==> config.mk <==
export PLATFORM = sky130hd
export DESIGN_NAME = ptb_bar_bank
export DESIGN_NICKNAME = d
export VERILOG_FILES = /design/src/rtl/ptb_pkg.sv /design/src/rtl/ptb_bar_bank.sv /design/src/rtl/ptb_win_reg.sv
export SDC_FILE = /design/constraint.sdc
export NUM_CORES = 1
export LEC_CHECK = 0
export ABC_AREA = 1
export CELL_PAD_IN_SITES_DETAIL_PLACEMENT = 1
export CELL_PAD_IN_SITES_GLOBAL_PLACEMENT = 1
export CORE_MARGIN = 3
export CORE_UTILIZATION = 42
export DETAILED_ROUTE_END_ITERATION = 7
export DONT_BUFFER_PORTS = 1
export GPL_ROUTABILITY_DRIVEN = 0
export GPL_TIMING_DRIVEN = 0
export PLACE_DENSITY = 0.81
export SLEW_MARGIN = 10
export SYNTH_ARGS = -nofsm -noshare
export SYNTH_HDL_FRONTEND = slang
export SYNTH_HIERARCHICAL = 1
export SYNTH_SLANG_ARGS = --single-unit
==> constraint.sdc <==
create_clock -name core_clk -period 1.31 [get_ports core_clk]
set_clock_uncertainty 0.15 [all_clocks]
set_input_delay 0.131 -clock core_clk [delete_from_list [all_inputs] [get_ports core_clk]]
set_output_delay 0.131 -clock core_clk [all_outputs]
set_load 0.02 [all_outputs]
==> src/rtl/ptb_pkg.sv <==
// Package for the target window register bank.
// Shared by the bank top and its window register cell; no outside assumptions.
package ptb_pkg;

    // ----------------------------------------
    // Register offsets, controller space
    // ----------------------------------------
    localparam logic [15:0] PTB_OFF_MEM0      = 16'hd010;
    localparam logic [15:0] PTB_OFF_MEM0_UP   = 16'hd014;
    localparam logic [15:0] PTB_OFF_MEM1      = 16'hd018;
    localparam logic [15:0] PTB_OFF_MEM1_UP   = 16'hd01c;
    localparam logic [15:0] PTB_OFF_MEM2      = 16'hd020;
    localparam logic [15:0] PTB_OFF_IO        = 16'hd024;
    localparam logic [15:0] PTB_OFF_SUBSYS    = 16'hd02c;

    // ----------------------------------------
    // Header view of the same registers
    // ----------------------------------------
    localparam logic [15:0] PTB_CTRL_PAGE     = 16'hd000;
    localparam logic [15:0] PTB_HDR_PAGE      = 16'h0000;
    localparam logic [15:0] PTB_PAGE_MASK     = 16'hff00;

    // ----------------------------------------
    // Window base fields
    // ----------------------------------------
    localparam logic [31:0] PTB_MEM0_BASE_MASK = 32'he000_0000;
    localparam logic [31:0] PTB_MEM1_BASE_MASK = 32'hff00_0000;
    localparam logic [31:0] PTB_MEM2_BASE_MASK = 32'hfff0_0000;
    localparam logic [31:0] PTB_IO_BASE_MASK   = 32'hffff_ff00;
    localparam logic [31:0] PTB_BASE_RESET     = 32'h0000_0000;

    // ----------------------------------------
    // Fixed low bits
    // ----------------------------------------
    localparam int          PTB_PREFETCH_BIT   = 3;
    localparam int          PTB_SPACE_BIT      = 0;
    localparam logic [31:0] PTB_PREFETCH_FLAG  = 32'h0000_0008;
    localparam logic [31:0] PTB_MEM_TYPE_32    = 32'h0000_0000;
    localparam logic [31:0] PTB_MEM_SPACE_IND  = 32'h0000_0000;
    localparam logic [31:0] PTB_IO_SPACE_IND   = 32'h0000_0001;
    localparam logic [31:0] PTB_MEM0_FIXED = PTB_PREFETCH_FLAG | PTB_MEM_TYPE_32 | PTB_MEM_SPACE_IND;
    localparam logic [31:0] PTB_MEM1_FIXED = PTB_PREFETCH_FLAG | PTB_MEM_TYPE_32 | PTB_MEM_SPACE_IND;
    localparam logic [31:0] PTB_MEM2_FIXED = PTB_MEM_TYPE_32 | PTB_MEM_SPACE_IND;
    localparam logic [31:0] PTB_IO_FIXED   = PTB_IO_SPACE_IND;

    // ----------------------------------------
    // Subsystem identity fields
    // ----------------------------------------
    localparam int          PTB_SUBSYSTEM_IDENTIFIER_LSB       = 16;
    localparam int          PTB_SUBSYSTEM_VENDOR_IDENTIFIER_LSB      = 0;
    localparam logic [31:0] PTB_RDATA_ZERO     = 32'h0000_0000;

    // ----------------------------------------
    // Window indices
    // ----------------------------------------
    localparam int          PTB_WIN_MEM0       = 0;
    localparam int          PTB_WIN_MEM1       = 1;
    localparam int          PTB_WIN_MEM2       = 2;
    localparam int          PTB_WIN_IO         = 3;
    localparam int          PTB_NWIN           = 4;

endpackage

==> src/rtl/ptb_bar_bank.sv <==
// Target window base registers and subsystem identity of the bus controller.
// Access port is same-clock; addresses 0x00xx (header view) or 0xd0xx
// (controller view) reach the same registers. Target address to decode
// and the space enables come from same-clock logic.
`timescale 1ns/1ps
`default_nettype none
module ptb_bar_bank
    import ptb_pkg::*;
#(
    // Arbitrary neutral identity values until a load replaces them
    parameter logic [15:0] SUBSYS_ID_DEFAULT     = 16'h5a01,
    parameter logic [15:0] SUBSYS_VENDOR_DEFAULT = 16'h5a02
) (
    input  wire logic        core_clk,
    input  wire logic        rst_b,
    input  wire logic        acc_req,
    input  wire logic        acc_we,
    input  wire logic [15:0] acc_addr,
    input  wire logic [3:0]  acc_be,
    input  wire logic [31:0] acc_wdata,
    output logic      [31:0] acc_rdata_r,
    output logic             acc_ack_r,
    input  wire logic        id_load,
    input  wire logic [15:0] id_load_subsystem_identifier,
    input  wire logic [15:0] id_load_subsystem_vendor_identifier,
    input  wire logic        mem_decode_enable,
    input  wire logic        io_decode_enable,
    input  wire logic        tgt_valid,
    input  wire logic [31:0] tgt_addr,
    input  wire logic        tgt_is_io,
    input  wire logic        tgt_dual_addr,
    output logic      [3:0]  tgt_hit_r,
    output logic             tgt_valid_r
);

    // ----------------------------------------
    // Address decode
    // ----------------------------------------
    logic        page_ok;
    logic [15:0] reg_off;
    logic        wr_go;
    logic [PTB_NWIN-1:0] win_sel;
    logic        sel_subsys;

    // Both views share the low byte; upper page selects the view
    assign page_ok = ((acc_addr & PTB_PAGE_MASK) == PTB_CTRL_PAGE)
                  || ((acc_addr & PTB_PAGE_MASK) == PTB_HDR_PAGE);
    assign reg_off = PTB_CTRL_PAGE | (acc_addr & ~PTB_PAGE_MASK);
    assign wr_go   = acc_req && acc_we && page_ok;

    always_comb begin
        win_sel    = '0;
        sel_subsys = 1'b0;
        if (page_ok) begin
            unique case (reg_off)
                PTB_OFF_MEM0:   win_sel[PTB_WIN_MEM0] = 1'b1;
                PTB_OFF_MEM1:   win_sel[PTB_WIN_MEM1] = 1'b1;
                PTB_OFF_MEM2:   win_sel[PTB_WIN_MEM2] = 1'b1;
                PTB_OFF_IO:     win_sel[PTB_WIN_IO]   = 1'b1;
                PTB_OFF_SUBSYS: sel_subsys = 1'b1;
                default:        sel_subsys = 1'b0;
            endcase
        end
    end

    // ----------------------------------------
    // Window registers
    // ----------------------------------------
    logic [31:0] win_val [PTB_NWIN];

    ptb_win_reg #(.WMASK(PTB_MEM0_BASE_MASK), .FIXED(PTB_MEM0_FIXED)) u_mem0 (
        .core_clk (core_clk),
        .rst_b    (rst_b),
        .wr_en    (wr_go && win_sel[PTB_WIN_MEM0]),
        .wr_be    (acc_be),
        .wr_data  (acc_wdata),
        .value    (win_val[PTB_WIN_MEM0])
    );

    ptb_win_reg #(.WMASK(PTB_MEM1_BASE_MASK), .FIXED(PTB_MEM1_FIXED)) u_mem1 (
        .core_clk (core_clk),
        .rst_b    (rst_b),
        .wr_en    (wr_go && win_sel[PTB_WIN_MEM1]),
        .wr_be    (acc_be),
        .wr_data  (acc_wdata),
        .value    (win_val[PTB_WIN_MEM1])
    );

    ptb_win_reg #(.WMASK(PTB_MEM2_BASE_MASK), .FIXED(PTB_MEM2_FIXED)) u_mem2 (
        .core_clk (core_clk),
        .rst_b    (rst_b),
        .wr_en    (wr_go && win_sel[PTB_WIN_MEM2]),
        .wr_be    (acc_be),
        .wr_data  (acc_wdata),
        .value    (win_val[PTB_WIN_MEM2])
    );

    ptb_win_reg #(.WMASK(PTB_IO_BASE_MASK), .FIXED(PTB_IO_FIXED)) u_io (
        .core_clk (core_clk),
        .rst_b    (rst_b),
        .wr_en    (wr_go && win_sel[PTB_WIN_IO]),
        .wr_be    (acc_be),
        .wr_data  (acc_wdata),
        .value    (win_val[PTB_WIN_IO])
    );

    // ----------------------------------------
    // Subsystem identity
    // ----------------------------------------
    logic [15:0] subsys_id_r;
    logic [15:0] subsys_vendor_r;

    // Bus writes never reach it; only the init load does
    always_ff @(posedge core_clk or negedge rst_b) begin
        if (!rst_b) begin
            subsys_id_r     <= SUBSYS_ID_DEFAULT;
            subsys_vendor_r <= SUBSYS_VENDOR_DEFAULT;
        end else if (id_load) begin
            subsys_id_r     <= id_load_subsystem_identifier;
            subsys_vendor_r <= id_load_subsystem_vendor_identifier;
        end
    end

    // ----------------------------------------
    // Read path
    // ----------------------------------------
    logic [31:0] rd_mux;

    // Upper base registers and unmapped offsets read zero, writes dropped
    always_comb begin
        rd_mux = PTB_RDATA_ZERO;
        for (int i = 0; i < PTB_NWIN; i++) begin
            if (win_sel[i]) begin
                rd_mux = win_val[i];
            end
        end
        if (sel_subsys) begin
            rd_mux = {subsys_id_r, subsys_vendor_r};
        end
    end

    always_ff @(posedge core_clk or negedge rst_b) begin
        if (!rst_b) begin
            acc_ack_r   <= 1'b0;
            acc_rdata_r <= PTB_RDATA_ZERO;
        end else begin
            acc_ack_r <= acc_req;
            if (acc_req && !acc_we) begin
                acc_rdata_r <= rd_mux;
            end
        end
    end

    // ----------------------------------------
    // Target window hit decode
    // ----------------------------------------
    logic [31:0] win_mask [PTB_NWIN];
    logic [3:0]  hit_nxt;

    assign win_mask[PTB_WIN_MEM0] = PTB_MEM0_BASE_MASK;
    assign win_mask[PTB_WIN_MEM1] = PTB_MEM1_BASE_MASK;
    assign win_mask[PTB_WIN_MEM2] = PTB_MEM2_BASE_MASK;
    assign win_mask[PTB_WIN_IO]   = PTB_IO_BASE_MASK;

    // Overlapping memory windows may all hit; the consumer arbitrates
    always_comb begin
        hit_nxt = '0;
        if (tgt_valid && !tgt_dual_addr) begin
            for (int i = 0; i < PTB_NWIN; i++) begin
                if ((tgt_addr & win_mask[i]) == (win_val[i] & win_mask[i])) begin
                    if (i == PTB_WIN_IO) begin
                        hit_nxt[i] = tgt_is_io && io_decode_enable;
                    end else begin
                        hit_nxt[i] = !tgt_is_io && mem_decode_enable;
                    end
                end
            end
        end
    end

    always_ff @(posedge core_clk or negedge rst_b) begin
        if (!rst_b) begin
            tgt_hit_r   <= '0;
            tgt_valid_r <= 1'b0;
        end else begin
            tgt_hit_r   <= hit_nxt;
            tgt_valid_r <= tgt_valid;
        end
    end

endmodule
`default_nettype wire

==> src/rtl/ptb_win_reg.sv <==
// One window base register: writable base field, constant low bits.
// Assumes a same-clock write strobe with byte enables from the bank top.
`timescale 1ns/1ps
`default_nettype none
module ptb_win_reg
    import ptb_pkg::*;
#(
    parameter logic [31:0] WMASK = 32'hffff_ffff,
    parameter logic [31:0] FIXED = 32'h0000_0000
) (
    input  wire logic        core_clk,
    input  wire logic        rst_b,
    input  wire logic        wr_en,
    input  wire logic [3:0]  wr_be,
    input  wire logic [31:0] wr_data,
    output logic      [31:0] value
);

    logic [31:0] base_r;
    logic [31:0] lane_mask;

    assign lane_mask = {{8{wr_be[3]}}, {8{wr_be[2]}}, {8{wr_be[1]}}, {8{wr_be[0]}}};

    // Only masked bits are stored, so all-ones sizing reads back the window size
    always_ff @(posedge core_clk or negedge rst_b) begin
        if (!rst_b) begin
            base_r <= PTB_BASE_RESET;
        end else if (wr_en) begin
            base_r <= (base_r & ~(WMASK & lane_mask)) | (wr_data & WMASK & lane_mask);
        end
    end

    assign value = (base_r & WMASK) | FIXED;

endmodule
`default_nettype wire

==> results by stage <==
Route:
- The total via count in the routed design is 7448.
- Using the TritonRoute via totals, the vias-per-cell ratio works out to 5.324.
- The final routed wire length divided by cell count is 20.98 um.
- The pre-antenna-repair detailed-routing pass consisted of 5 iterations.
- The detail route stage leaves a number of antenna-violating nets equal to 0.
- The total routed wirelength is 29.35 mm.
- The first routing iteration left 426 violations.
- In the routed design, unresolved DRC markers number 0.

Global routing:
- The first global-routing pass estimated 42.03 mm of wire.
- The largest net degree at the start of global routing is 118.
- Across every metal layer, demand over resource in global routing totals 0.2788.
- The initial antenna violation count came to 0.
- Summed over all layers, the global routing overflow is 0.
- The via count of the first global-routing pass is 7783.

Yosys:
- Counting every instance in the synthesized netlist gives 968.
- The most common flop cell mapped by yosys is sky130_fd_sc_hd__dfrtp_1.
- The number of synthesized flops with an enable pin is 0.
- The count of unique library cells instantiated by Yosys is 33.
- By count the netlist is led by 280 x sky130_fd_sc_hd__nand2_1, 119 x sky130_fd_sc_hd__nand3_1, 107 x sky130_fd_sc_hd__dfrtp_1.
- In this run the mean area of a mapped cell was 7.696 sq um.
- The proportion of register bits with asynchronous set or reset after synthesis is 1.000.
- The cell area after synthesis is 0.007450 sq mm.
- sky130_fd_sc_hd__dfrtp_1 takes more of the synthesized area than any other cell.
- The share of the Yosys chip area taken by registers is 0.3947.
- The number of synthesis warnings is 6.
- sky130_fd_sc_hd__nand2_1 is the most common cell in the netlist.
- The register bit count reported by yosys is 117.
- Sorting the synthesized cells by area gives the leading types as sky130_fd_sc_hd__dfrtp_1 36%, sky130_fd_sc_hd__nand2_1 14%, sky130_fd_sc_hd__buf_4 9.7%.
- The share of synthesized area in the top cell type comes to 0.3594.

Critical path:
- Along the worst path, the maximum fanout reaches 2.
- The nature of the critical path startpoint is a flip-flop.
- The critical path in this run is classified as reg -> reg.
- The worst path required time is 1520 ps.
- The kind of end point of the critical path is a flip-flop.
- The arrival time at the worst endpoint is 1720 ps.

Placement:
- Once detailed placement completed, the half-perimeter wirelength came to 18.36 mm.
- The count of buffers added on input and output ports is 0.
- Prior to clock tree synthesis, the placed netlist has a worst setup slack of -695.5 ps.

Cells and area:
- The number of diodes is 0.
- The area growth from synthesis to layout is 35.44%.
- The share of cells above drive strength 1 is 0.2606.
- Counting the fill cells in the layout gives 2047.
- The net count of the finished layout is 1287.

CTS:
- Clock-pin slew was measured on the worst setup and hold paths at 60 ps.
- For the worst-skew pair, the clock arrives at the later sink with an insertion delay of 440 ps.
- CTS built an H-tree with a depth of 4.
- The CTS tree is yes.
- In this run the clock root is driven by a sky130_fd_sc_hd__clkbuf_16.
- In this run, CTS created clock tree buffers numbering 17.
- The clock passes through at most 2 buffers.
- The TritonCTS sink count is 117.

Power and ir drop:
- Summed over all cells, the static leakage comes to 5.081 nW.
- The areal power density over the cells is 943.0 mW/mm^2.
- VDD sags by at most 0.9135 mV.

STA:
- The transition time of the tightest slew-check pin is 540.5 ps.
- The number of hold-slack violations in the final timing report came to 122.
- The post-layout worst setup margin is -198.8 ps.
- Setup repair after global routing could not meet its margin everywhere.
- Based on the critical path, the design can be clocked at up to 662.8 MHz.
- The worst hold slack across all endpoints is -763.3 ps.
- Setup violations remaining at the end of the flow were counted as 31.
- Dividing the final minimum period by the clock period gives 1.152.
- In the final timing run, aggregate negative setup slack is -2410 ps.
- Counting I/O delays and the setup requirement, the final critical path takes 1509 ps.
- The worst pin sits at a relative slew slack of 0.6393.
- The final count of pins violating max slew is 0.

Hold path:
- The worst min-delay path category is in -> async.

Floorplanning:
- The die boundary height is 139.2 um.
- Row generation in the floorplan step produced 48 rows.
- The effective utilization at floorplan is 0.4292.
- From left edge to right edge, the die measures 139.2 um.
- The number of ports placed on the die boundary is 164.
- The floorplan step defined a die boundary enclosing 0.01937 sq mm.
- The core region is 0.01736 sq mm.

Flow run:
- The tool flagged a number of max-cap violations equal to 0.

Outcome:
- The flow ran to the end, but the final reports show violations.
- The checks that failed: hold timing, setup timing.
-- worst paths after layout --
check,from,to,slack [ps],depth (start not counted)
setup / recovery,flip-flop,tgt_hit_r[3],-200,4
hold / removal,rst_b,acc_rdata_r[15],-760,0
setup reg to reg,flip-flop,tgt_hit_r[3],-200,4
hold reg to reg,subsys_vendor_r[10],subsys_vendor_r[10],350,1
max in group asynchronous,rst_b,subsys_vendor_r[12],1420,0
min in group core_clk,tgt_dual_addr,tgt_hit_r[0],-90,5
-- report_power, final --
group          switching [W]  internal (W)  leakage [nW]
sequential         0.0000658       0.00374          1.54
clock                0.00204       0.00269         0.286
combinational       0.000481      0.000500          3.25
total                0.00258       0.00693          5.08
-- stage by stage --
stage	area, sq um	util	cells	total power, W
6_report	10090	0.5813	1399	0.009514
5_1_grt	10090	0.5813	1399	0.009790
4_1_cts	9508	0.5478	1377	0.009427
3_5_place_dp	8070	0.4650	1267	0.004493
3_3_place_gp	8070	0.4650	1267	0.004475
2_1_floorplan	7789	-	1042	0.004368
-- metal layers --
| layer | wire, um | share of wire | track usage | vias to the layer above |
|---|---|---|---|---|
| met5 | 0 | 0 | 0 | - |
| met2 | 15340 | 0.52 | 0.5058 | 259 |
| met4 | 1162 | 0.040 | 0.1040 | 0 |
| met3 | 1388 | 0.047 | 0.05034 | 83 |
| met1 | 11460 | 0.39 | 0.3282 | 3711 |
| li1 | - | - | - | 3395 |
-- critical path, stage by stage, from the launching register on --
cell and delay [ps]:
sky130_fd_sc_hd__dfrtp_2 440, sky130_fd_sc_hd__or2_4 270, sky130_fd_sc_hd__a221oi_4 270, sky130_fd_sc_hd__nand3_2 150, sky130_fd_sc_hd__nor2_4 150
-- logic make-up after synthesis --
family / after synthesis / synth area share
buffers and inverters: 190 / 0.1587
AOI/OAI and AO/OA: 19 / 0.01713
DFF: 117 / 0.3947
muxes: 32 / 0.04837
xor gates and xnor gates: 25 / 0.02939
and+or+nand+nor: 578 / 0.3482
other: 7 / 0.003528
-- placed cells by master (no fill, tap or decap), drive strengths merged, types with 6 or more instances in the layout --
master,synthesis,routed
buf,128,142
clkbuf,6,31
conb,7,81
dfrtp,107,107
dfstp,10,10
dlygate4sd3,0,77
inv,56,64
mux2,32,32
nand2,287,287
nand3,121,121
nand4,66,66
nor2,88,88
nor4,8,8
o21ai,6,6
xnor2,7,7
xor2,18,18
-- repair_timing --
item	4_1_cts	5_1_grt
resized for setup	20	92
hold buffers	73	5
hold endpoints to repair	209	126
buffers inserted	5	14
cloned	0	3
pin swaps	7	44
endpoints found under the setup margin	46	61
-- layout make-up --
type                       instances  area [sq um]  share of cell area
buffer                           134          1015              0.1006
sequential                       117          2944              0.2918
clock buffer                      17         425.4             0.04216
timing repair buffer             100          1006             0.09970
inverter                          56         221.5             0.02195
multi-input combinational        735          4038              0.4002
tap                              225         281.5             0.02790
clock inverter                    15         158.9             0.01575
No activity file was read; power rests on OpenSTA's default activity.
